===== src/rtl/ind_readout_map.svh =====
`ifndef IND_READOUT_MAP_SVH
`define IND_READOUT_MAP_SVH
// --------------------------------------------------------------
// register offsets
// --------------------------------------------------------------
`define OFF_STATUS      8'h00
`define OFF_BTN_OUT     8'h01
`define OFF_PROC_BASE   8'h02
`define OFF_PROC_LAST   8'h09
`define OFF_CHAN_EN     8'h0C
`define OFF_ALG_SEL     8'h11
`define OFF_RAW_BASE    8'h20
`define OFF_RAW_LAST    8'h2B
`define OFF_WIN_COUNT   8'h30
`define OFF_WIN_DIV     8'h34
`define OFF_SCAN_RATE   8'h35
`define OFF_THRESHOLD   8'h3A
// --------------------------------------------------------------
// field positions
// --------------------------------------------------------------
`define FLD_ALERT_POL   0
`define FLD_ALG_SEL     1
`define FLD_DATA_RDY    4
`define FLD_LP_LO       4
`define FLD_ST_ALERT    0
`define FLD_ST_MODE     1
`define FLD_ST_MULTI    2
`define FLD_ST_LOCK     3
`define ALG_RAW         1'b0
`define RAW_BYTES       3
`define WIN_BASE_SHIFT  7
// --------------------------------------------------------------
// reset values
// --------------------------------------------------------------
`define RST_CHAN_EN     8'h00
`define RST_ALG_SEL     8'h00
`define RST_THRESHOLD   8'h10
`define RST_WIN_COUNT   4'h0
`define RST_WIN_DIV     2'h0
`define RST_SCAN_RATE   2'h0
// --------------------------------------------------------------
// timing
// --------------------------------------------------------------
`define CLK_MHZ         25
`define SCAN_BASE_US    12500
`define LP_FRAME_DIV    4'hF
`endif


===== src/rtl/ind_readout_pkg.sv =====
package ind_readout_pkg;
  // sequencer states
  typedef enum logic [1:0] {
    SEQ_IDLE  = 2'b00,
    SEQ_START = 2'b01,
    SEQ_WAIT  = 2'b10
  } seq_e;

  // complete module state
  typedef struct packed {
    seq_e              seq;
    logic [3:0]        pend;
    logic [23:0]       frame_cnt;
    logic [3:0]        lp_phase;
    logic              conv_start;
    logic [1:0]        conv_channel;
    logic [14:0]       conv_window;
    logic [1:0][25:0]  fifo;
    logic              wptr;
    logic              rptr;
    logic [1:0]        cnt;
    logic [3:0][23:0]  raw;
    logic [3:0][11:0]  proc_data;
    logic [3:0]        press;
    logic              data_ready;
    logic              alert;
    logic              lock;
    logic [7:0]        chan_en;
    logic [7:0]        alg_cfg;
    logic [7:0]        threshold;
    logic [3:0][3:0]   win_count;
    logic [1:0]        win_div;
    logic [1:0]        scan_rate;
    logic [7:0]        rdata;
    logic              rvalid;
    logic [3:0]        press_pin;
    logic              alert_oe;
  } state_s;
endpackage


===== src/rtl/ind_readout.sv =====
`timescale 1ns/1ps
`include "ind_readout_map.svh"

module ind_readout #(
  parameter int unsigned SCAN_BASE_CYCLES = `SCAN_BASE_US * `CLK_MHZ
) (
  input  wire logic        clk,
  input  wire logic        reset_n,
  // register port (byte wide serial bus side)
  input  wire logic [7:0]  reg_addr,
  input  wire logic        reg_wr,
  input  wire logic        reg_rd,
  input  wire logic [7:0]  reg_wdata,
  output logic      [7:0]  reg_rdata,
  output logic             reg_rvalid,
  // converter core
  output logic             conv_start,
  output logic      [1:0]  conv_channel,
  output logic      [14:0] conv_window,
  input  wire logic        conv_done,
  input  wire logic [23:0] conv_count,
  // pins
  input  wire logic        low_power_select_pin,
  output logic      [3:0]  button_press_pin,
  output logic             host_alert_pin_o,
  output logic             host_alert_pin_oe
);

  // ------------------------------------------------------------
  // helper functions
  // ------------------------------------------------------------
  // window length = base * (1 + count) * 2^divider
  function automatic logic [14:0] window_len(input logic [3:0] wc,
                                             input logic [1:0] dv);
    logic [4:0] w1;
    w1 = {1'b0, wc} + 5'd1;
    return 15'({w1, {`WIN_BASE_SHIFT{1'b0}}}) << dv;
  endfunction

  // lowest set bit, so channels go in ascending order
  function automatic logic [1:0] lowest(input logic [3:0] m);
    logic [1:0] idx;
    idx = 2'd0;
    for (int i = 3; i >= 0; i--) begin
      if (m[i]) begin
        idx = 2'(i);
      end
    end
    return idx;
  endfunction

  // more than one channel set
  function automatic logic several(input logic [3:0] m);
    return (m & (m - 4'd1)) != 4'd0;
  endfunction

  // ------------------------------------------------------------
  // state
  // ------------------------------------------------------------
  ind_readout_pkg::state_s state_r;    // registered state
  ind_readout_pkg::state_s state_nxt;  // next state

  logic [3:0]  lp_eff;      // low-power bits in force
  logic [3:0]  eligible;    // channels due this frame
  logic [23:0] period;      // scan period in cycles
  logic        tick;        // period boundary
  logic        fifo_drain;  // publish one result
  logic [25:0] head;        // oldest buffered result
  logic [1:0]  hch;         // its channel
  logic [11:0] diff;        // processed button value
  logic        btn_mode;    // algorithm running
  logic [7:0]  rd_mux;      // read data before register

  // ------------------------------------------------------------
  // combinational helpers
  // ------------------------------------------------------------
  always_comb begin
    btn_mode = state_r.alg_cfg[`FLD_ALG_SEL] != `ALG_RAW;
    // low-power only when normal enable is set and pin low
    lp_eff = state_r.chan_en[3:0]
           & state_r.chan_en[`FLD_LP_LO +: 4]
           & {4{~low_power_select_pin}};
    // normal channels every frame, low-power ones on slow frames
    eligible = (state_r.chan_en[3:0] & ~lp_eff)
             | (lp_eff & {4{state_r.lp_phase == 4'd0}});
    period = 24'(SCAN_BASE_CYCLES) << state_r.scan_rate;
    tick = state_r.frame_cnt >= period - 24'd1;
    fifo_drain = (state_r.cnt != 2'd0) && !state_r.lock;
    head = state_r.fifo[state_r.rptr];
    hch = head[25:24];
    diff = state_r.raw[hch][23:12] - head[23:12];
  end

  // ------------------------------------------------------------
  // register read decode
  // ------------------------------------------------------------
  always_comb begin
    rd_mux = 8'h00;  // unmapped reads as zero
    if (reg_addr == `OFF_STATUS) begin
      rd_mux[`FLD_ST_ALERT] = state_r.alert;
      rd_mux[`FLD_ST_MODE]  = btn_mode;
      rd_mux[`FLD_ST_MULTI] = several(state_r.chan_en[3:0]);
      rd_mux[`FLD_ST_LOCK]  = state_r.lock;
    end else if (reg_addr == `OFF_BTN_OUT) begin
      rd_mux = {3'b000, state_r.data_ready, state_r.press};
    end else if (reg_addr >= `OFF_PROC_BASE &&
                 reg_addr <= `OFF_PROC_LAST) begin
      if (reg_addr[0]) begin
        rd_mux = {{4{state_r.proc_data[reg_addr[2:1] - 2'd1][11]}},
                  state_r.proc_data[reg_addr[2:1] - 2'd1][11:8]};
      end else begin
        rd_mux = state_r.proc_data[reg_addr[2:1] - 2'd1][7:0];
      end
    end else if (reg_addr == `OFF_CHAN_EN) begin
      rd_mux = state_r.chan_en;
    end else if (reg_addr == `OFF_ALG_SEL) begin
      rd_mux = state_r.alg_cfg;
    end else if (reg_addr >= `OFF_RAW_BASE &&
                 reg_addr <= `OFF_RAW_LAST) begin
      for (int c = 0; c < 4; c++) begin
        for (int b = 0; b < `RAW_BYTES; b++) begin
          if (reg_addr == `OFF_RAW_BASE + 8'(c * `RAW_BYTES + b)) begin
            rd_mux = state_r.raw[c][8 * (2 - b) +: 8];
          end
        end
      end
    end else if (reg_addr >= `OFF_WIN_COUNT &&
                 reg_addr < `OFF_WIN_DIV) begin
      rd_mux = {4'h0, state_r.win_count[reg_addr[1:0]]};
    end else if (reg_addr == `OFF_WIN_DIV) begin
      rd_mux = {6'b0, state_r.win_div};
    end else if (reg_addr == `OFF_SCAN_RATE) begin
      rd_mux = {6'b0, state_r.scan_rate};
    end else if (reg_addr == `OFF_THRESHOLD) begin
      rd_mux = state_r.threshold;
    end
  end

  // ------------------------------------------------------------
  // next-state logic
  // ------------------------------------------------------------
  always_comb begin
    state_nxt = state_r;
    state_nxt.conv_start = 1'b0;
    state_nxt.rvalid = reg_rd;
    state_nxt.rdata = reg_rd ? rd_mux : 8'h00;

    // frame timer and slow-frame phase
    if (tick) begin
      state_nxt.frame_cnt = 24'd0;
      state_nxt.lp_phase = state_r.lp_phase + 4'd1;
      if (state_r.lp_phase == `LP_FRAME_DIV) begin
        state_nxt.lp_phase = 4'd0;
      end
    end else begin
      state_nxt.frame_cnt = state_r.frame_cnt + 24'd1;
    end

    // sequencer: one conversion outstanding at a time
    unique case (state_r.seq)
      ind_readout_pkg::SEQ_IDLE: begin
        if (tick && eligible != 4'd0) begin
          state_nxt.pend = eligible;
          state_nxt.seq = ind_readout_pkg::SEQ_START;
        end
      end
      ind_readout_pkg::SEQ_START: begin
        // hold off while the buffer is full: no result dropped
        if (state_r.cnt != 2'd2) begin
          state_nxt.conv_start = 1'b1;
          state_nxt.conv_channel = lowest(state_r.pend);
          state_nxt.conv_window = window_len(
            state_r.win_count[lowest(state_r.pend)], state_r.win_div);
          state_nxt.seq = ind_readout_pkg::SEQ_WAIT;
        end
      end
      ind_readout_pkg::SEQ_WAIT: begin
        if (conv_done) begin
          state_nxt.pend[state_r.conv_channel] = 1'b0;
          if ((state_r.pend & ~(4'd1 << state_r.conv_channel)) != 4'd0)
          begin
            state_nxt.seq = ind_readout_pkg::SEQ_START;
          end else begin
            state_nxt.seq = ind_readout_pkg::SEQ_IDLE;
          end
        end
      end
      default: begin
        state_nxt.seq = ind_readout_pkg::SEQ_IDLE;
      end
    endcase

    // two-entry buffer, fill side (room reserved by sequencer)
    if (state_r.seq == ind_readout_pkg::SEQ_WAIT && conv_done) begin
      state_nxt.fifo[state_r.wptr] = {state_r.conv_channel, conv_count};
      state_nxt.wptr = ~state_r.wptr;
    end

    // host side clears first, so hardware sets below win
    if (reg_rd && reg_addr == `OFF_STATUS) begin
      state_nxt.alert = 1'b0;
      state_nxt.lock = 1'b1;
    end
    if (reg_rd && reg_addr == `OFF_BTN_OUT) begin
      state_nxt.data_ready = 1'b0;
    end
    if (reg_rd && (reg_addr == `OFF_RAW_LAST ||
                   reg_addr == `OFF_PROC_LAST)) begin
      state_nxt.lock = 1'b0;
    end

    // drain side: publish the oldest result
    if (fifo_drain) begin
      state_nxt.rptr = ~state_r.rptr;
      state_nxt.raw[hch] = head[23:0];
      state_nxt.data_ready = 1'b1;
      if (btn_mode) begin
        state_nxt.proc_data[hch] = diff;
        state_nxt.press[hch] = !diff[11] &&
                               diff >= {4'h0, state_r.threshold};
        if (state_nxt.press[hch] != state_r.press[hch]) begin
          state_nxt.alert = 1'b1;
        end
      end else begin
        state_nxt.alert = 1'b1;
      end
    end
    state_nxt.cnt = state_r.cnt
                  + 2'(state_r.seq == ind_readout_pkg::SEQ_WAIT && conv_done)
                  - 2'(fifo_drain);

    // register writes
    if (reg_wr) begin
      if (reg_addr == `OFF_CHAN_EN) begin
        state_nxt.chan_en = reg_wdata;
      end else if (reg_addr == `OFF_ALG_SEL) begin
        state_nxt.alg_cfg = reg_wdata;
      end else if (reg_addr >= `OFF_WIN_COUNT &&
                   reg_addr < `OFF_WIN_DIV) begin
        state_nxt.win_count[reg_addr[1:0]] = reg_wdata[3:0];
      end else if (reg_addr == `OFF_WIN_DIV) begin
        state_nxt.win_div = reg_wdata[1:0];
      end else if (reg_addr == `OFF_SCAN_RATE) begin
        state_nxt.scan_rate = reg_wdata[1:0];
      end else if (reg_addr == `OFF_THRESHOLD) begin
        state_nxt.threshold = reg_wdata;
      end
    end

    // raw mode leaves press pins idle; open-drain polarity
    state_nxt.press_pin = btn_mode ? state_nxt.press : 4'h0;
    state_nxt.alert_oe = state_nxt.alert
                       ^ state_nxt.alg_cfg[`FLD_ALERT_POL];
  end

  // ------------------------------------------------------------
  // state register
  // ------------------------------------------------------------
  always_ff @(posedge clk or negedge reset_n) begin
    if (!reset_n) begin
      state_r <= '0;
      state_r.seq <= ind_readout_pkg::SEQ_IDLE;
      state_r.chan_en <= `RST_CHAN_EN;
      state_r.alg_cfg <= `RST_ALG_SEL;
      state_r.threshold <= `RST_THRESHOLD;
      state_r.win_count <= {4{`RST_WIN_COUNT}};
      state_r.win_div <= `RST_WIN_DIV;
      state_r.scan_rate <= `RST_SCAN_RATE;
    end else begin
      state_r <= state_nxt;
    end
  end

  // ------------------------------------------------------------
  // outputs straight from flops; alert drive value tied low
  // ------------------------------------------------------------
  assign reg_rdata = state_r.rdata;
  assign reg_rvalid = state_r.rvalid;
  assign conv_start = state_r.conv_start;
  assign conv_channel = state_r.conv_channel;
  assign conv_window = state_r.conv_window;
  assign button_press_pin = state_r.press_pin;
  assign host_alert_pin_o = 1'b0;  // open drain only pulls low
  assign host_alert_pin_oe = state_r.alert_oe;

endmodule // ind_readout


===== config.mk =====
export PLATFORM = sky130hd
export DESIGN_NAME = ind_readout
export DESIGN_NICKNAME = d
export VERILOG_FILES = /design/src/rtl/ind_readout_pkg.sv /design/src/rtl/ind_readout.sv
export VERILOG_INCLUDE_DIRS = /design/src /design/src/rtl
export SDC_FILE = /design/constraint.sdc
export NUM_CORES = 1
export LEC_CHECK = 0
export ABC_AREA = 1
export ABC_CLOCK_PERIOD_IN_PS = 4800
export BUFFER_PORTS_ARGS = -buffer_cell sky130_fd_sc_hd__buf_2
export CORE_UTILIZATION = 60
export DETAILED_ROUTE_END_ITERATION = 16
export PLACE_DENSITY_LB_ADDON = 0.05
export SLEW_MARGIN = 20
export SYNTH_ARGS = -nofsm -noshare
export SYNTH_HDL_FRONTEND = slang
export SYNTH_SLANG_ARGS = --single-unit

===== constraint.sdc =====
create_clock -name clk -period 4.8 [get_ports clk]
set_input_delay 0.48 -clock clk [delete_from_list [all_inputs] [get_ports clk]]
set_output_delay 0.48 -clock clk [all_outputs]
set_load 0.02 [all_outputs]

==> out/results.tsv <==
stage	metric	value	unit
hold_path	hold_class	in2async	
die	ios	79	
clocking	insertion_delay	0.52	ns
layout	area_delta_synth_final	9.96	%
yosys	synthCells	2043	
yosys	ys_ff_latch	310	
worst_setup_path	reg2reg_from	state_r[211]$_DFFE_PN0P_	
yosys	yosysSeqAreaShare	0.469	
clocking	numCtsBuffers	36	
worst_setup_path	cp.required	5.21	ns
worst_setup_path	critPathArrivalTime	4.73	ns
placement	gp_congestion	0.943	
yosys	synth_top_cell_area_share	0.467	
yosys	synth.largest_area_cell	dfrtp_1	
layout	drive_above_1_share	0.114	
sta	max_freq	0.231	GHz
routing	ant_nets	0	
die	die_y	168	µm
pwr	power	12.3	mW
grt	grt_pass1_vias	13200	
yosys	ys.flop_type	dfrtp_1	
clocking	hold_buffers	0	
routing	drt_iter0_markers	1408	
worst_setup_path	reg2reg_depth	23	
die	start_util	0.612	
die	dieWidth	168	µm
pwr	p_leak	8.98	nW
placement	place_hpwl	31.9	mm
grt	antenna_found_initial	0	
die	rows	60	
layout	nets	2186	
sta	hold_viol	11	
worst_setup_path	start_kind	flip-flop	
sta	setup_violations	0	
routing	drt_wl_total	43.9	mm
die	dieArea	28200	µm²
routing	vias	13800	
sta	fin_crit_sh	0.901	
layout	fin_area	18200	µm²
yosys	synthDistinctLibCells	62	
pwr	vdd_drop_max	0.000481	V
clocking	clk_pin_slew_worst_paths	0.06	ns
yosys	syn_area	16500	µm²
yosys	yosys_warnings	0	
clocking	cts_tree	done	
sta	finClkSkew	0.0237	ns
pwr	power_density	674	nW/µm²
placement	port_buffers	70	
sta	rsz0062_at_grt	no	
layout	final-instance-count-excl-fill	2444	
sta	post-route-min-period	4.32	ns
die	coreArea	27000	µm²
routing	wl_per_cell	18.0	µm
sta	relSlewSlack	0.356	
layout	n_antenna_cell	0	
worst_setup_path	path_max_fanout	11	
yosys	postSynthAreaPerCell	8.10	µm²
placement	placed_area	17000	µm²
yosys	synthArstFlopShare	1.00	
grt	grt_max_degree	110	
clocking	clkSinkCount	310	
routing	vias_per_cell	5.65	
clocking	h-tree-depth	2	
routing	dr.pass1.iters	5	
sta	whs	-0.0271	ns
worst_setup_path	r2r_end	host_alert_pin_oe$_DFF_PN0_	
worst_setup_path	path_class	reg2reg	
yosys	synthTopCellsByArea	dfrtp_1 47%, nand2_1 13%, o21ai_0 8.5%, inv_1 5.9%, ha_1 4.4%	
worst_setup_path	rrSetupSlack	0.48	ns
clocking	root_buffer	clkbuf_16	
clocking	clockBufferDepth	3	
job	maxCapViolations	0	
grt	grt.overflow.total	0	
yosys	synth-edff-count	0	
sta	fin_ws	0.477	ns
grt	grt_pass1_wl	70.5	mm
sta	worstMarginPinSlew	0.956	ns
placement	dp.cells	2382	
run_status	status	complete, but fails checks	
worst_setup_path	worstSetupEndpointType	flip-flop	
run_status	violations	hold timing	
sta	drv_slew	0	
layout	final_util	0.673	
placement	place_ws	0.113	ns
sta	fin_tns_setup	0	ns
routing	drc	0	
layout	nFillCells	2297	
grt	track_usage	0.318	
## power by group
group / total, mW / internal, mW / leakage, nW / switching, mW
combinational: 5.74 / 2.00 / 4.32 / 3.74
clock: 2.67 / 1.60 / 0.560 / 1.07
sequential: 3.86 / 3.36 / 4.11 / 0.502
## cells in the final DEF (no fill, tap or decap), drive strengths merged, types with 2 or more instances in the layout
cell type  synthesis  routed
a211oi             2       2
mux2              27      27
a22oi              4       4
nor2              86      86
nor3b              5       5
mux2i              3       3
o221ai            10      10
o21bai             2       2
clkinv             0       3
o22ai             25      25
nor3              19      19
xor2              12      12
o21a              21      21
clkbuf            50      50
or2               19      19
nand3b             2       2
nand2            571     571
dfrtp            309     309
o211ai             5       5
a221o              5       5
ha                58      58
a221oi             9       9
a21boi             2       2
a21oi             69      69
nand3             74      74
buf               49      91
o311ai             6       6
o21ai            285     285
inv              269     273
bufinv             0       2
nand4             19      19
a31oi              5       5
xnor2             10      10
conb               2      10
## critical path: stages, from the launching register on
cell and delay (ns):
dfrtp_2 0.46, buf_4 0.18, o21ai_4 0.21, nand2_2 0.22
o22ai_1 0.24, a221oi_1 0.09, ha_1 0.43, inv_1 0.11
o31ai_2 0.35, a21oi_1 0.12, or2_2 0.28, nand2_1 0.14
inv_1 0.06, ha_1 0.28, nand2_1 0.09, nor2_1 0.06
a21boi_0 0.18, nand4_1 0.13, nand2_2 0.16, nor2_1 0.07
o21ai_2 0.17, nand2_2 0.07, nand2_1 0.06, nand2_1 0.05
## cell usage after synthesis (9+ instances only)
| cell | instances |
|---|---|
| nand4_1 | 18 |
| mux2_2 | 27 |
| buf_4 | 32 |
| nand2_1 | 560 |
| or2_2 | 18 |
| xor2_1 | 12 |
| o22ai_1 | 25 |
| clkbuf_1 | 50 |
| buf_2 | 13 |
| dfrtp_1 | 309 |
| o221ai_1 | 10 |
| a21oi_1 | 67 |
| nand3_1 | 71 |
| ha_1 | 58 |
| o21a_1 | 21 |
| nor3_1 | 14 |
| a221oi_1 | 9 |
| o21ai_0 | 282 |
| nor2_1 | 76 |
| xnor2_1 | 9 |
| inv_1 | 262 |
## per-layer routing
metal	global-route usage	routed length, µm
met1	0.438	19100
met5	0	0
met2	0.525	20700
met3	0.0381	2630
met4	0.109	1500
## repair_timing
item,4_1_cts,5_1_grt
gates resized for setup,0,4
hold endpoints to repair,0,0
setup buffers,0,2
endpoints found under the setup margin,0,10
## cell type report
cell class / instances / area [µm²] / share of cell area
clock buffer: 50 / 1020 / 0.0563
clock inverter: 10 / 118 / 0.00646
inverter: 269 / 1010 / 0.0558
multi-input combinational: 1373 / 7310 / 0.402
sequential: 310 / 7760 / 0.427
tap: 341 / 427 / 0.0235
timing repair buffer: 91 / 543 / 0.0298
## sequential cells by signal, indices dropped and copies added (netlist names)
name / flops
conv_start: 1
reg_rdata: 8
reg_rvalid: 1
btn_mode: 1
conv_window: 8
conv_channel: 2
button_press_pin: 4
host_alert_pin_oe: 1
state_r: 284
## kinds of logic (layout without fill, tap and decap cells)
kind of cell / count (synthesis) / in the layout / synth area share
AND/OR/NAND/NOR: 798 / 798 / 0.206
AO/OA/AOI/OAI: 454 / 454 / 0.154
buffers and inverters: 368 / 420 / 0.0925
flip-flops: 310 / 310 / 0.469
adder cells (fa/ha/maj): 59 / 59 / 0.0451
multiplexers: 30 / 30 / 0.0202
XOR/XNOR: 22 / 22 / 0.0121
other: 2 / 10 / 0.000454
## how the worst max path moves through the flow
stage                                   startpoint                          end  slack (ns)  cells past startpoint
after detailed placement  state_r[211]$_DFFE_PN0P_  host_alert_pin_oe$_DFF_PN0_        0.11                     22
after global routing      state_r[211]$_DFFE_PN0P_  host_alert_pin_oe$_DFF_PN0_        0.11                     27
after CTS                 state_r[211]$_DFFE_PN0P_  host_alert_pin_oe$_DFF_PN0_        0.08                     22
final                     state_r[211]$_DFFE_PN0P_  host_alert_pin_oe$_DFF_PN0_        0.48                     23
after global placement    state_r[211]$_DFFE_PN0P_  host_alert_pin_oe$_DFF_PN0_        0.33                     24
after floorplan           state_r[211]$_DFFE_PN0P_  host_alert_pin_oe$_DFF_PN0_        0.94                     26
Power figures use the tool's default switching activity.
